**src/vst_cfg.svh**
```systemverilog
// vst_cfg.svh: register offsets, field positions, reset values and codes of the slicer bank
// assumes: included by name from vst_regs and from its checker
`ifndef VST_CFG_SVH
`define VST_CFG_SVH

`define VST_OFS_FIRST 8'h43
`define VST_OFS_RSV_A 8'h43
`define VST_OFS_RSV_B 8'h44
`define VST_OFS_RSV_C 8'h45
`define VST_OFS_RSV_D 8'h46
`define VST_OFS_RSV_E 8'h47
`define VST_OFS_RSV_F 8'h48
`define VST_OFS_COEF_A 8'h49
`define VST_OFS_COEF_B 8'h4a
`define VST_OFS_CAP_TIMING 8'h4b
`define VST_OFS_SPIKE_SPB 8'h4c
`define VST_OFS_RSV_G 8'h4d
`define VST_OFS_RSV_H 8'h4e
`define VST_OFS_HYST_LO 8'h4f
`define VST_OFS_HYST_HI 8'h50
`define VST_OFS_RSV_I 8'h51
`define VST_OFS_EQ_MODE 8'h52
`define VST_REG_COUNT 16

`define VST_RST_RSV_A 8'h0d
`define VST_RST_RSV_B 8'h08
`define VST_RST_RSV_C 8'h63
`define VST_RST_RSV_D 8'h1c
`define VST_RST_RSV_E 8'h46
`define VST_RST_RSV_F 8'h00
`define VST_RST_COEF_A 8'h00
`define VST_RST_COEF_B 8'h00
`define VST_RST_CAP_TIMING 8'hb3
`define VST_RST_SPIKE_SPB 8'h08
`define VST_RST_RSV_G 8'h71
`define VST_RST_RSV_H 8'h0c
`define VST_RST_HYST_LO 8'h00
`define VST_RST_HYST_HI 8'h00
`define VST_RST_RSV_I 8'h15
`define VST_RST_EQ_MODE 8'ha0

`define VST_SCW_MSB 7
`define VST_SCW_LSB 5
`define VST_DEC_MSB 4
`define VST_DEC_LSB 3
`define VST_RUNIN_MSB 2
`define VST_RUNIN_LSB 0
`define VST_SPF2_BIT 7
`define VST_SPF1_BIT 6
`define VST_SPB_MSB 5
`define VST_SPB_LSB 0
`define VST_HYH_MSB 1
`define VST_HYH_LSB 0
`define VST_EQW_BIT 6
`define VST_EQO_BIT 5

`define VST_EQ_CODE_AUTO 3'h4
`define VST_EQ_CODE_PROG 3'h6

`endif

```
**src/vst_pkg.sv**
```systemverilog
// vst_pkg: types shared by the slicer tuning bank
// assumes: no include; uses no vst_cfg.svh macros
package vst_pkg;
  typedef enum logic [2:0] {
    VST_ST_IDLE = 3'h0,
    VST_ST_RX = 3'h1,
    VST_ST_ACK = 3'h3,
    VST_ST_TX = 3'h2,
    VST_ST_RACK = 3'h6
  } vst_i2c_state_e;

  typedef enum logic [1:0] {
    VST_EQ_SRC_PRESET = 2'h0,
    VST_EQ_SRC_AUTO = 2'h1,
    VST_EQ_SRC_PROG = 2'h2
  } vst_eq_src_e;

  typedef struct packed {
    logic [2:0] shift_comp_window;
    logic [1:0] sample_decimation;
    logic [2:0] runin_byte_count;
    logic two_sample_spike_filter_en;
    logic one_sample_spike_filter_en;
    logic [5:0] samples_per_bit;
  } vst_cap_cfg_s;

  typedef struct packed {
    logic equaliser_table_writable;
    logic equaliser_order_select;
    vst_eq_src_e source;
    logic [2:0] preset_code;
  } vst_eq_cfg_s;
endpackage : vst_pkg

```
**src/vst_coef_mem.sv**
```systemverilog
// vst_coef_mem: equaliser coefficient table, one write port, registered read
// assumes: single clock, read address from logic on the same clock
`timescale 1ns/1ps
module vst_coef_mem #(
  parameter int WIDTH = 16,
  parameter int DEPTH = 8,
  parameter int AW = 3
) (
  input wire logic core_clk_in,
  input wire logic rst_n_in,
  input wire logic wr_en_in,
  input wire logic [AW-1:0] wr_addr_in,
  input wire logic [WIDTH-1:0] wr_data_in,
  input wire logic [AW-1:0] rd_addr_in,
  output logic [WIDTH-1:0] rd_data_out
);
  logic [WIDTH-1:0] mem_reg [DEPTH];

  // storage holds no reset; only the read register does
  always_ff @(posedge core_clk_in) begin
    if (wr_en_in) begin
      mem_reg[wr_addr_in] <= wr_data_in;
    end
  end

  always_ff @(posedge core_clk_in or negedge rst_n_in) begin
    if (!rst_n_in) begin
      rd_data_out <= '0;
    end else begin
      rd_data_out <= mem_reg[rd_addr_in];
    end
  end
endmodule : vst_coef_mem

```
**src/vst_regs.sv**
```systemverilog
// vst_regs: slicer tuning bank behind the two-wire serial port, with line-aligned apply
// assumes: scl/sda from pins, all other inputs from logic on core_clk_in
//
// Contract
// - 4Bh top three bits: shift compensation window
// - decimation code; code 10 keeps one of three
// - 4Bh low bits: run-in bytes before slicing
// - 4Ch bit7 enables two-sample spike filter
// - 4Ch bit6 enables one-sample spike filter
// - 4Ch low six bits: samples per bit
// - hysteresis ten bits: 4Fh low, 50h[1:0]
// - 52h bit6 set makes coefficient table writable
// - written coefficient goes to selected table entry
// - 52h bit5: 0 second order, 1 first
// - code 100 automatic, 110 programmed coefficients
`timescale 1ns/1ps
`include "vst_cfg.svh"
module vst_regs #(
  parameter logic [6:0] SLAVE_ADDR = 7'h2a, // arbitrary default
  parameter int TABLE_DEPTH = 8
) (
  input wire logic core_clk_in,
  input wire logic rst_n_in,
  input wire logic scl_in,
  input wire logic sda_in,
  output logic sda_out,
  output logic sda_oe_out,
  input wire logic line_start_in,
  input wire logic [2:0] coeff_select_in,
  input wire logic sample_valid_in,
  output logic sample_keep_out,
  input wire logic bit_valid_in,
  input wire logic bit_in,
  output logic bit_valid_out,
  output logic bit_out,
  input wire logic runin_byte_seen_in,
  output logic slicer_start_out,
  output vst_pkg::vst_cap_cfg_s cap_cfg_out,
  output logic [9:0] teletext_hysteresis_out,
  output vst_pkg::vst_eq_cfg_s eq_cfg_out,
  output logic [15:0] eq_coeff_word_out
);
  import vst_pkg::*;

  function automatic logic [8:0] reg_index(input logic [7:0] ofs);
    logic [7:0] idx;
    idx = ofs - `VST_OFS_FIRST;
    reg_index = {(ofs >= `VST_OFS_FIRST) && (idx < 8'(`VST_REG_COUNT)), idx};
  endfunction : reg_index

  function automatic vst_cap_cfg_s cap_fields(input logic [7:0] timing, input logic [7:0] spb);
    vst_cap_cfg_s c;
    c.shift_comp_window = timing[`VST_SCW_MSB:`VST_SCW_LSB];
    c.sample_decimation = timing[`VST_DEC_MSB:`VST_DEC_LSB];
    c.runin_byte_count = timing[`VST_RUNIN_MSB:`VST_RUNIN_LSB];
    c.two_sample_spike_filter_en = spb[`VST_SPF2_BIT];
    c.one_sample_spike_filter_en = spb[`VST_SPF1_BIT];
    c.samples_per_bit = spb[`VST_SPB_MSB:`VST_SPB_LSB];
    cap_fields = c;
  endfunction : cap_fields

  localparam logic [3:0] IDX_COEF_A = 4'(`VST_OFS_COEF_A - `VST_OFS_FIRST);
  localparam logic [3:0] IDX_COEF_B = 4'(`VST_OFS_COEF_B - `VST_OFS_FIRST);
  localparam logic [3:0] IDX_TIMING = 4'(`VST_OFS_CAP_TIMING - `VST_OFS_FIRST);
  localparam logic [3:0] IDX_SPB = 4'(`VST_OFS_SPIKE_SPB - `VST_OFS_FIRST);
  localparam logic [3:0] IDX_HLO = 4'(`VST_OFS_HYST_LO - `VST_OFS_FIRST);
  localparam logic [3:0] IDX_HHI = 4'(`VST_OFS_HYST_HI - `VST_OFS_FIRST);
  localparam logic [3:0] IDX_EQ = 4'(`VST_OFS_EQ_MODE - `VST_OFS_FIRST);
  // reset image of the bank, lowest offset in the lowest byte
  localparam logic [`VST_REG_COUNT-1:0][7:0] RST_IMAGE = {`VST_RST_EQ_MODE, `VST_RST_RSV_I,
    `VST_RST_HYST_HI, `VST_RST_HYST_LO, `VST_RST_RSV_H, `VST_RST_RSV_G, `VST_RST_SPIKE_SPB,
    `VST_RST_CAP_TIMING, `VST_RST_COEF_B, `VST_RST_COEF_A, `VST_RST_RSV_F, `VST_RST_RSV_E,
    `VST_RST_RSV_D, `VST_RST_RSV_C, `VST_RST_RSV_B, `VST_RST_RSV_A};
  // pin synchronisers: [0] first flop, [1] second, [2] edge history of [1]
  logic [2:0] scl_sync_reg;
  logic [2:0] sda_sync_reg;
  always_ff @(posedge core_clk_in or negedge rst_n_in) begin
    if (!rst_n_in) begin
      scl_sync_reg <= 3'h7;
      sda_sync_reg <= 3'h7;
    end else begin
      scl_sync_reg <= {scl_sync_reg[1:0], scl_in};
      sda_sync_reg <= {sda_sync_reg[1:0], sda_in};
    end
  end

  logic scl_rise;
  logic scl_fall;
  logic start_det;
  logic stop_det;
  logic sda_now;
  assign sda_now = sda_sync_reg[1];
  assign scl_rise = scl_sync_reg[1] & ~scl_sync_reg[2];
  assign scl_fall = ~scl_sync_reg[1] & scl_sync_reg[2];
  assign start_det = scl_sync_reg[1] & scl_sync_reg[2] & sda_sync_reg[2] & ~sda_now;
  assign stop_det = scl_sync_reg[1] & scl_sync_reg[2] & ~sda_sync_reg[2] & sda_now;

  vst_i2c_state_e state_reg;
  logic [3:0] bit_cnt_reg;
  logic [7:0] shift_reg;
  logic [1:0] phase_reg;
  logic read_reg;
  logic [7:0] ptr_reg;
  logic wr_stb_reg;
  logic [7:0] wr_ofs_reg;
  logic [7:0] wr_data_reg;
  logic [7:0] bank_reg [`VST_REG_COUNT];
  logic [7:0] rd_byte;
  logic [8:0] rd_hit;
  logic [8:0] wr_hit;

  // unmapped offsets read as zero and swallow writes, but still acknowledge
  assign rd_hit = reg_index(ptr_reg);
  assign rd_byte = rd_hit[8] ? bank_reg[rd_hit[3:0]] : 8'h00;
  assign wr_hit = reg_index(wr_ofs_reg);

  // serial protocol: slave address, sub-address, then auto-incremented data
  always_ff @(posedge core_clk_in or negedge rst_n_in) begin
    if (!rst_n_in) begin
      state_reg <= VST_ST_IDLE;
      bit_cnt_reg <= 4'h0;
      shift_reg <= 8'h00;
      phase_reg <= 2'h0;
      read_reg <= 1'b0;
      ptr_reg <= 8'h00;
      wr_stb_reg <= 1'b0;
      wr_ofs_reg <= 8'h00;
      wr_data_reg <= 8'h00;
      sda_oe_out <= 1'b0;
      sda_out <= 1'b0;
    end else begin
      wr_stb_reg <= 1'b0;
      sda_out <= 1'b0; // open drain: only the enable moves
      if (start_det) begin
        state_reg <= VST_ST_RX;
        bit_cnt_reg <= 4'h0;
        phase_reg <= 2'h0;
        sda_oe_out <= 1'b0;
      end else if (stop_det) begin
        state_reg <= VST_ST_IDLE;
        sda_oe_out <= 1'b0;
      end else begin
        case (state_reg)
          VST_ST_IDLE: begin
            sda_oe_out <= 1'b0;
          end
          VST_ST_RX: begin
            if (scl_rise && bit_cnt_reg != 4'h8) begin
              shift_reg <= {shift_reg[6:0], sda_now};
              bit_cnt_reg <= bit_cnt_reg + 4'h1;
            end else if (scl_fall && bit_cnt_reg == 4'h8) begin
              bit_cnt_reg <= 4'h0;
              case (phase_reg)
                2'h0: begin
                  if (shift_reg[7:1] == SLAVE_ADDR) begin
                    read_reg <= shift_reg[0];
                    phase_reg <= shift_reg[0] ? 2'h2 : 2'h1;
                    sda_oe_out <= 1'b1;
                    state_reg <= VST_ST_ACK;
                  end else begin
                    state_reg <= VST_ST_IDLE;
                  end
                end
                2'h1: begin
                  ptr_reg <= shift_reg;
                  phase_reg <= 2'h2;
                  sda_oe_out <= 1'b1;
                  state_reg <= VST_ST_ACK;
                end
                default: begin
                  wr_stb_reg <= 1'b1;
                  wr_ofs_reg <= ptr_reg;
                  wr_data_reg <= shift_reg;
                  ptr_reg <= ptr_reg + 8'h01;
                  sda_oe_out <= 1'b1;
                  state_reg <= VST_ST_ACK;
                end
              endcase
            end
          end
          VST_ST_ACK: begin
            if (scl_fall) begin
              if (read_reg) begin
                shift_reg <= rd_byte;
                sda_oe_out <= ~rd_byte[7];
                bit_cnt_reg <= 4'h1;
                ptr_reg <= ptr_reg + 8'h01;
                state_reg <= VST_ST_TX;
              end else begin
                sda_oe_out <= 1'b0;
                state_reg <= VST_ST_RX;
              end
            end
          end
          VST_ST_TX: begin
            if (scl_fall) begin
              if (bit_cnt_reg == 4'h8) begin
                sda_oe_out <= 1'b0;
                state_reg <= VST_ST_RACK;
              end else begin
                shift_reg <= {shift_reg[6:0], 1'b0};
                sda_oe_out <= ~shift_reg[6];
                bit_cnt_reg <= bit_cnt_reg + 4'h1;
              end
            end
          end
          VST_ST_RACK: begin
            if (scl_rise && sda_now) begin
              state_reg <= VST_ST_IDLE;
            end else if (scl_fall) begin
              shift_reg <= rd_byte;
              sda_oe_out <= ~rd_byte[7];
              bit_cnt_reg <= 4'h1;
              ptr_reg <= ptr_reg + 8'h01;
              state_reg <= VST_ST_TX;
            end
          end
          default: begin
            state_reg <= VST_ST_IDLE;
            sda_oe_out <= 1'b0;
          end
        endcase
      end
    end
  end

  // reserved bytes are plain storage; the host owns their mandatory values
  genvar gi;
  generate
    for (gi = 0; gi < `VST_REG_COUNT; gi++) begin : g_bank
      always_ff @(posedge core_clk_in or negedge rst_n_in) begin
        if (!rst_n_in) begin
          bank_reg[gi] <= RST_IMAGE[gi];
        end else if (wr_stb_reg && wr_hit[8] && wr_hit[3:0] == 4'(gi)) begin
          bank_reg[gi] <= wr_data_reg;
        end
      end
    end
  endgenerate

  // live timing, hysteresis and mode bytes are copied to the slicer only at a line boundary
  vst_cap_cfg_s cap_live;
  assign cap_live = cap_fields(bank_reg[IDX_TIMING], bank_reg[IDX_SPB]);
  // the coefficient source follows the selector every cycle, not the line
  always_ff @(posedge core_clk_in or negedge rst_n_in) begin
    if (!rst_n_in) begin
      cap_cfg_out <= cap_fields(RST_IMAGE[IDX_TIMING], RST_IMAGE[IDX_SPB]);
      teletext_hysteresis_out <= {RST_IMAGE[IDX_HHI][`VST_HYH_MSB:`VST_HYH_LSB],
                                  RST_IMAGE[IDX_HLO]};
      eq_cfg_out <= {RST_IMAGE[IDX_EQ][`VST_EQW_BIT], RST_IMAGE[IDX_EQ][`VST_EQO_BIT],
                     VST_EQ_SRC_PRESET, 3'h0};
    end else begin
      eq_cfg_out.preset_code <= coeff_select_in;
      case (coeff_select_in)
        `VST_EQ_CODE_AUTO: eq_cfg_out.source <= VST_EQ_SRC_AUTO;
        `VST_EQ_CODE_PROG: eq_cfg_out.source <= VST_EQ_SRC_PROG;
        default: eq_cfg_out.source <= VST_EQ_SRC_PRESET;
      endcase
      if (line_start_in) begin
        cap_cfg_out <= cap_live;
        teletext_hysteresis_out <= {bank_reg[IDX_HHI][`VST_HYH_MSB:`VST_HYH_LSB],
                                    bank_reg[IDX_HLO]};
        eq_cfg_out.equaliser_table_writable <= bank_reg[IDX_EQ][`VST_EQW_BIT];
        eq_cfg_out.equaliser_order_select <= bank_reg[IDX_EQ][`VST_EQO_BIT];
      end
    end
  end

  // a table entry is committed when the high coefficient byte lands
  logic tbl_we;
  logic [15:0] tbl_rdata;
  assign tbl_we = wr_stb_reg && wr_hit[8] && wr_hit[3:0] == IDX_COEF_B
                  && bank_reg[IDX_EQ][`VST_EQW_BIT];

  vst_coef_mem #(
    .WIDTH(16),
    .DEPTH(TABLE_DEPTH),
    .AW(3)
  ) u_coef_mem (
    .core_clk_in(core_clk_in),
    .rst_n_in(rst_n_in),
    .wr_en_in(tbl_we),
    .wr_addr_in(coeff_select_in),
    .wr_data_in({wr_data_reg, bank_reg[IDX_COEF_A]}),
    .rd_addr_in(coeff_select_in),
    .rd_data_out(tbl_rdata)
  );

  // programmed word: the table when writable, else the two raw coefficient bytes
  always_ff @(posedge core_clk_in or negedge rst_n_in) begin
    if (!rst_n_in) begin
      eq_coeff_word_out <= 16'h0000;
    end else if (eq_cfg_out.source == VST_EQ_SRC_PROG) begin
      eq_coeff_word_out <= eq_cfg_out.equaliser_table_writable ? tbl_rdata
                           : {bank_reg[IDX_COEF_B], bank_reg[IDX_COEF_A]};
    end else begin
      eq_coeff_word_out <= 16'h0000;
    end
  end

  // sample decimation: keep one sample in (code + 1)
  logic [1:0] dec_cnt_reg;
  always_ff @(posedge core_clk_in or negedge rst_n_in) begin
    if (!rst_n_in) begin
      dec_cnt_reg <= 2'h0;
      sample_keep_out <= 1'b0;
    end else if (line_start_in) begin
      dec_cnt_reg <= 2'h0;
      sample_keep_out <= 1'b0;
    end else begin
      sample_keep_out <= sample_valid_in && dec_cnt_reg == 2'h0;
      if (sample_valid_in) begin
        dec_cnt_reg <= (dec_cnt_reg == cap_cfg_out.sample_decimation) ? 2'h0
                       : dec_cnt_reg + 2'h1;
      end
    end
  end

  // spike filter: a change must persist one sample longer than the glitch it rejects
  logic [1:0] run_reg;
  logic [1:0] run_need;
  assign run_need = cap_cfg_out.two_sample_spike_filter_en ? 2'h2
                    : {1'b0, cap_cfg_out.one_sample_spike_filter_en};
  always_ff @(posedge core_clk_in or negedge rst_n_in) begin
    if (!rst_n_in) begin
      run_reg <= 2'h0;
      bit_out <= 1'b0;
      bit_valid_out <= 1'b0;
    end else begin
      bit_valid_out <= bit_valid_in;
      if (bit_valid_in) begin
        if (bit_in == bit_out) begin
          run_reg <= 2'h0;
        end else if (run_reg >= run_need) begin
          bit_out <= bit_in;
          run_reg <= 2'h0;
        end else begin
          run_reg <= run_reg + 2'h1;
        end
      end
    end
  end

  // run-in gate: slicing starts once the programmed count of bytes is seen
  logic [2:0] runin_cnt_reg;
  always_ff @(posedge core_clk_in or negedge rst_n_in) begin
    if (!rst_n_in) begin
      runin_cnt_reg <= 3'h0;
      slicer_start_out <= 1'b0;
    end else if (line_start_in) begin
      runin_cnt_reg <= 3'h0;
      slicer_start_out <= 1'b0;
    end else begin
      if (runin_byte_seen_in && runin_cnt_reg != 3'h7) begin
        runin_cnt_reg <= runin_cnt_reg + 3'h1;
      end
      if (runin_cnt_reg >= cap_cfg_out.runin_byte_count) begin
        slicer_start_out <= 1'b1;
      end
    end
  end
endmodule : vst_regs
```
**config.mk**
```make
export PLATFORM = sky130hd
export DESIGN_NAME = vst_regs
export DESIGN_NICKNAME = d
export VERILOG_FILES = /design/src/vst_pkg.sv /design/src/vst_coef_mem.sv /design/src/vst_regs.sv
export VERILOG_INCLUDE_DIRS = /design/src /design/src/src
export SDC_FILE = /design/constraint.sdc
export NUM_CORES = 1
export LEC_CHECK = 0
export BUFFER_PORTS_ARGS = -buffer_cell sky130_fd_sc_hd__buf_2
export CAP_MARGIN = 30
export CORE_ASPECT_RATIO = 1.5
export CORE_UTILIZATION = 66
export DETAILED_ROUTE_END_ITERATION = 16
export PLACE_DENSITY_LB_ADDON = 0.05
export SYNTH_ARGS = -nofsm -noshare
export SYNTH_HDL_FRONTEND = slang
export SYNTH_HIERARCHICAL = 1
export SYNTH_SLANG_ARGS = --single-unit
```
**constraint.sdc**
```tcl
create_clock -name core_clk_in -period 5.71 [get_ports core_clk_in]
set_clock_uncertainty 0.15 [all_clocks]
set_input_delay 0 -clock core_clk_in [delete_from_list [all_inputs] [get_ports core_clk_in]]
set_output_delay 0 -clock core_clk_in [all_outputs]
set_load 0.03 [all_outputs]
```
==> flow_metrics.tcl <==
set metrics [dict create \
    critical_path_class "flop to flop" \
    die-area_um2 25800 \
    drive_above_1_share 0.226 \
    die_w_um 131 \
    firstDrtPassIters 8 \
    diodes 0 \
    r2r_start "wr_ofs_reg[5]" \
    vias_per_cell 6.40 \
    tns_ps 0 \
    crit_fanout 9 \
    syn_nets 1125 \
    grt_pass1_wl_mm 59.1 \
    syn_to_final_growth_pct 12.4 \
    path_cells "and4bb_1, and3_1, and3_1, nand2_1, nor2_1, buf_4" \
    cts_max_level 2 \
    core.rowCount 70 \
    holdPathEnd "bit_valid_out" \
    dieHeight_um 196 \
    timing.hold.worst_path_depth 2 \
    synth_top_flop_cell "dfrtp_1" \
    drv_cap 0 \
    async_reset_ff_frac 0.665 \
    numCtsBuffers 36 \
    min_path_type "input pin to flop" \
    route.detailed.wl_per_inst_um 24.6 \
    gp_congestion 0.914 \
    nets 1201 \
    grt_max_degree 154 \
    routed-via-count 9791 \
    vdd_ir_drop_max_mv 0.339 \
    insertion_delay_ps 530 \
    grt_setup_unrepaired "false" \
    cts_root_buffer "clkbuf_16" \
    antenna_found_initial 0 \
    clock_sinks 382 \
    grt_pass1_vias 10218 \
    synth_edf_count 128 \
    drc 0 \
    yosysWarnings 6 \
    min_from "bit_valid_in" \
    setup-violations-final 0 \
    tritoncts "yes" \
    fin_crit_sh 0.520 \
    clk_pin_slew_worst_paths_ps 60 \
    hold_viol 0 \
    core_area_um2 24500 \
    placed_cell_area_um2 17200 \
    track_usage 0.307 \
    cp.required_ps 5790 \
    min_period_ps 2970 \
    regToRegSetupSlack_ps 2740 \
    r2r-end "u_coef_mem/mem_reg[5][0]" \
    drv_slew 0 \
    regArea_um2 10300 \
    cp-start-kind "flop" \
    cts_buffer_depth 3 \
    status "complete, no violations" \
    ios 67 \
    end_kind "flop" \
    ant_nets 0 \
    start_util 0.676 \
    ys_ff_latch 382 \
    max_freq_ghz 0.336 \
    r2r_cells 6 \
    syn_avg_cell_area_um2 15.0 \
    tightest_slew_ps 1010 \
    synth_cells 1102 \
    synth_area_um2 16600 \
    dpl.hpwl_mm 23.9 \
    ys_seq_area_frac 0.619 \
    multi_input_area_um2 5980 \
    critPathMaxStageDelay_ps 720 \
    io_buffers 65 \
    power.density_nw_per_um2 344 \
    overflow 0 \
    post-route-cell-area_um2 18600 \
    worstPathArrival_ps 3060 \
    p_leak_nw 8.38 \
    maxSlewHeadroom 0.325 \
    routed_wl_mm 37.6 \
    drt-initial-drc-count 652 \
    cp_slowest_cell "nor2_1" \
    cts_setup_buffers 0 \
    yosysUniqueCellTypes 74 \
    crit_path_frequent_cell "and3_1" \
    nFillCells 1488 \
]
worst max-delay path, delay by kind of cell (launching register included):
family / cells / cell delay [ps]
and+or+nand+nor: 5 / 1840
DFF: 1 / 370
buffers and inverters: 1 / 330
final cells by class:
type	count	area share
Sequential cell	382	0.551
Clock buffer	48	0.0552
Multi-Input combinational cell	641	0.321
Inverter	22	0.00443
Tap cell	324	0.0218
Clock inverter	18	0.0122
Timing Repair Buffer	95	0.0347
power by group:
group | internal [mW] | switching (mW) | leakage (nW)
clock network | 1.50 | 1.02 | 0.609
logic | 0.345 | 0.580 | 3.07
registers | 2.87 | 0.0966 | 4.71
how the worst max path moves through the flow:
| stage | startpoint | end | slack [ps] |
|---|---|---|---|
| 3_3_place_gp | ptr_reg[1] | shift_reg[0] | 2850 |
| 5_1_grt | wr_ofs_reg[7] | u_coef_mem/mem_reg[2][6] | 2560 |
| 4_1_cts | wr_ofs_reg[5] | u_coef_mem/mem_reg[5][0] | 2720 |
| 2_1_floorplan | wr_ofs_reg[5] | u_coef_mem/mem_reg[0][0] | 2780 |
| 3_5_place_dp | wr_ofs_reg[5] | u_coef_mem/mem_reg[5][0] | 2740 |
| 6_report | wr_ofs_reg[5] | u_coef_mem/mem_reg[5][0] | 2740 |
routing by layer:
layer | GRT usage | vias to the layer above | wire (µm)
met1 | 0.358 | 5069 | 13900
met5 | 0 | - | 0
li1 | - | 4299 | -
met2 | 0.559 | 308 | 20200
met4 | 0.160 | 0 | 1960
met3 | 0.0359 | 115 | 1500
synth_stat cells (all sizes together) (7+ instances only):
master,instances,area (µm²)
nor2,49,184
nor3b,7,62.6
o21ai,22,110
clkbuf,30,114
mux2i,31,310
nand2,91,342
inv,22,82.6
mux2,188,2120
edfxtp,128,3840
nor3,9,45.0
dfstp,44,1160
a221oi,9,78.8
dfrtp,210,5260
a21oi,17,92.6
ha,11,138
mux4,55,1350
nand2b,15,93.8
buf,27,169
o211ai,8,65.1
nand3,27,135
through the flow:
stage | total power, mW | cells | worst slack, ps | hold slack [ps] | utilization
2_1_floorplan | 3.63 | 1102 | 2780 | -446 | -
3_3_place_gp | 3.89 | 1446 | 2850 | -56.1 | 0.700
3_5_place_dp | 3.90 | 1447 | 2740 | -43.1 | 0.701
4_1_cts | 6.42 | 1529 | 2720 | 10.0 | 0.759
5_1_grt | 6.60 | 1530 | 2560 | 41.1 | 0.759
6_report | 6.41 | 1530 | 2740 | 42.0 | 0.759
cell usage in the layout, fill, tap and decap left out, drive strengths merged, types with 15 or more instances in the layout:
cell type,instances
dlygate4sd3,16
dfstp,44
clkbuf,48
nor2,49
nand2b,15
dfrtp,210
inv,24
buf,79
nand3,27
mux2i,31
mux4,55
a21oi,17
o21ai,22
nand2,91
edfxtp,128
mux2,188
what timing repair did:
| item | in CTS | in global routing |
|---|---|---|
| gates resized for setup | 0 | 0 |
| endpoints found under the hold margin | 122 | 0 |
| hold buffers | 16 | 0 |
cells by family after synthesis:
logic type / Yosys count / share of synthesized area
AO/OA/AOI/OAI: 112 / 0.0481
XOR/XNOR: 9 / 0.00567
adder cells (fa/ha/maj): 11 / 0.00831
buffers and inverters: 79 / 0.0221
flip-flops: 382 / 0.619
multiplexers: 274 / 0.228
other: 1 / 0.000226
AND/OR/NAND/NOR: 234 / 0.0687
Note: power is estimated with default switching activity, not from simulation.
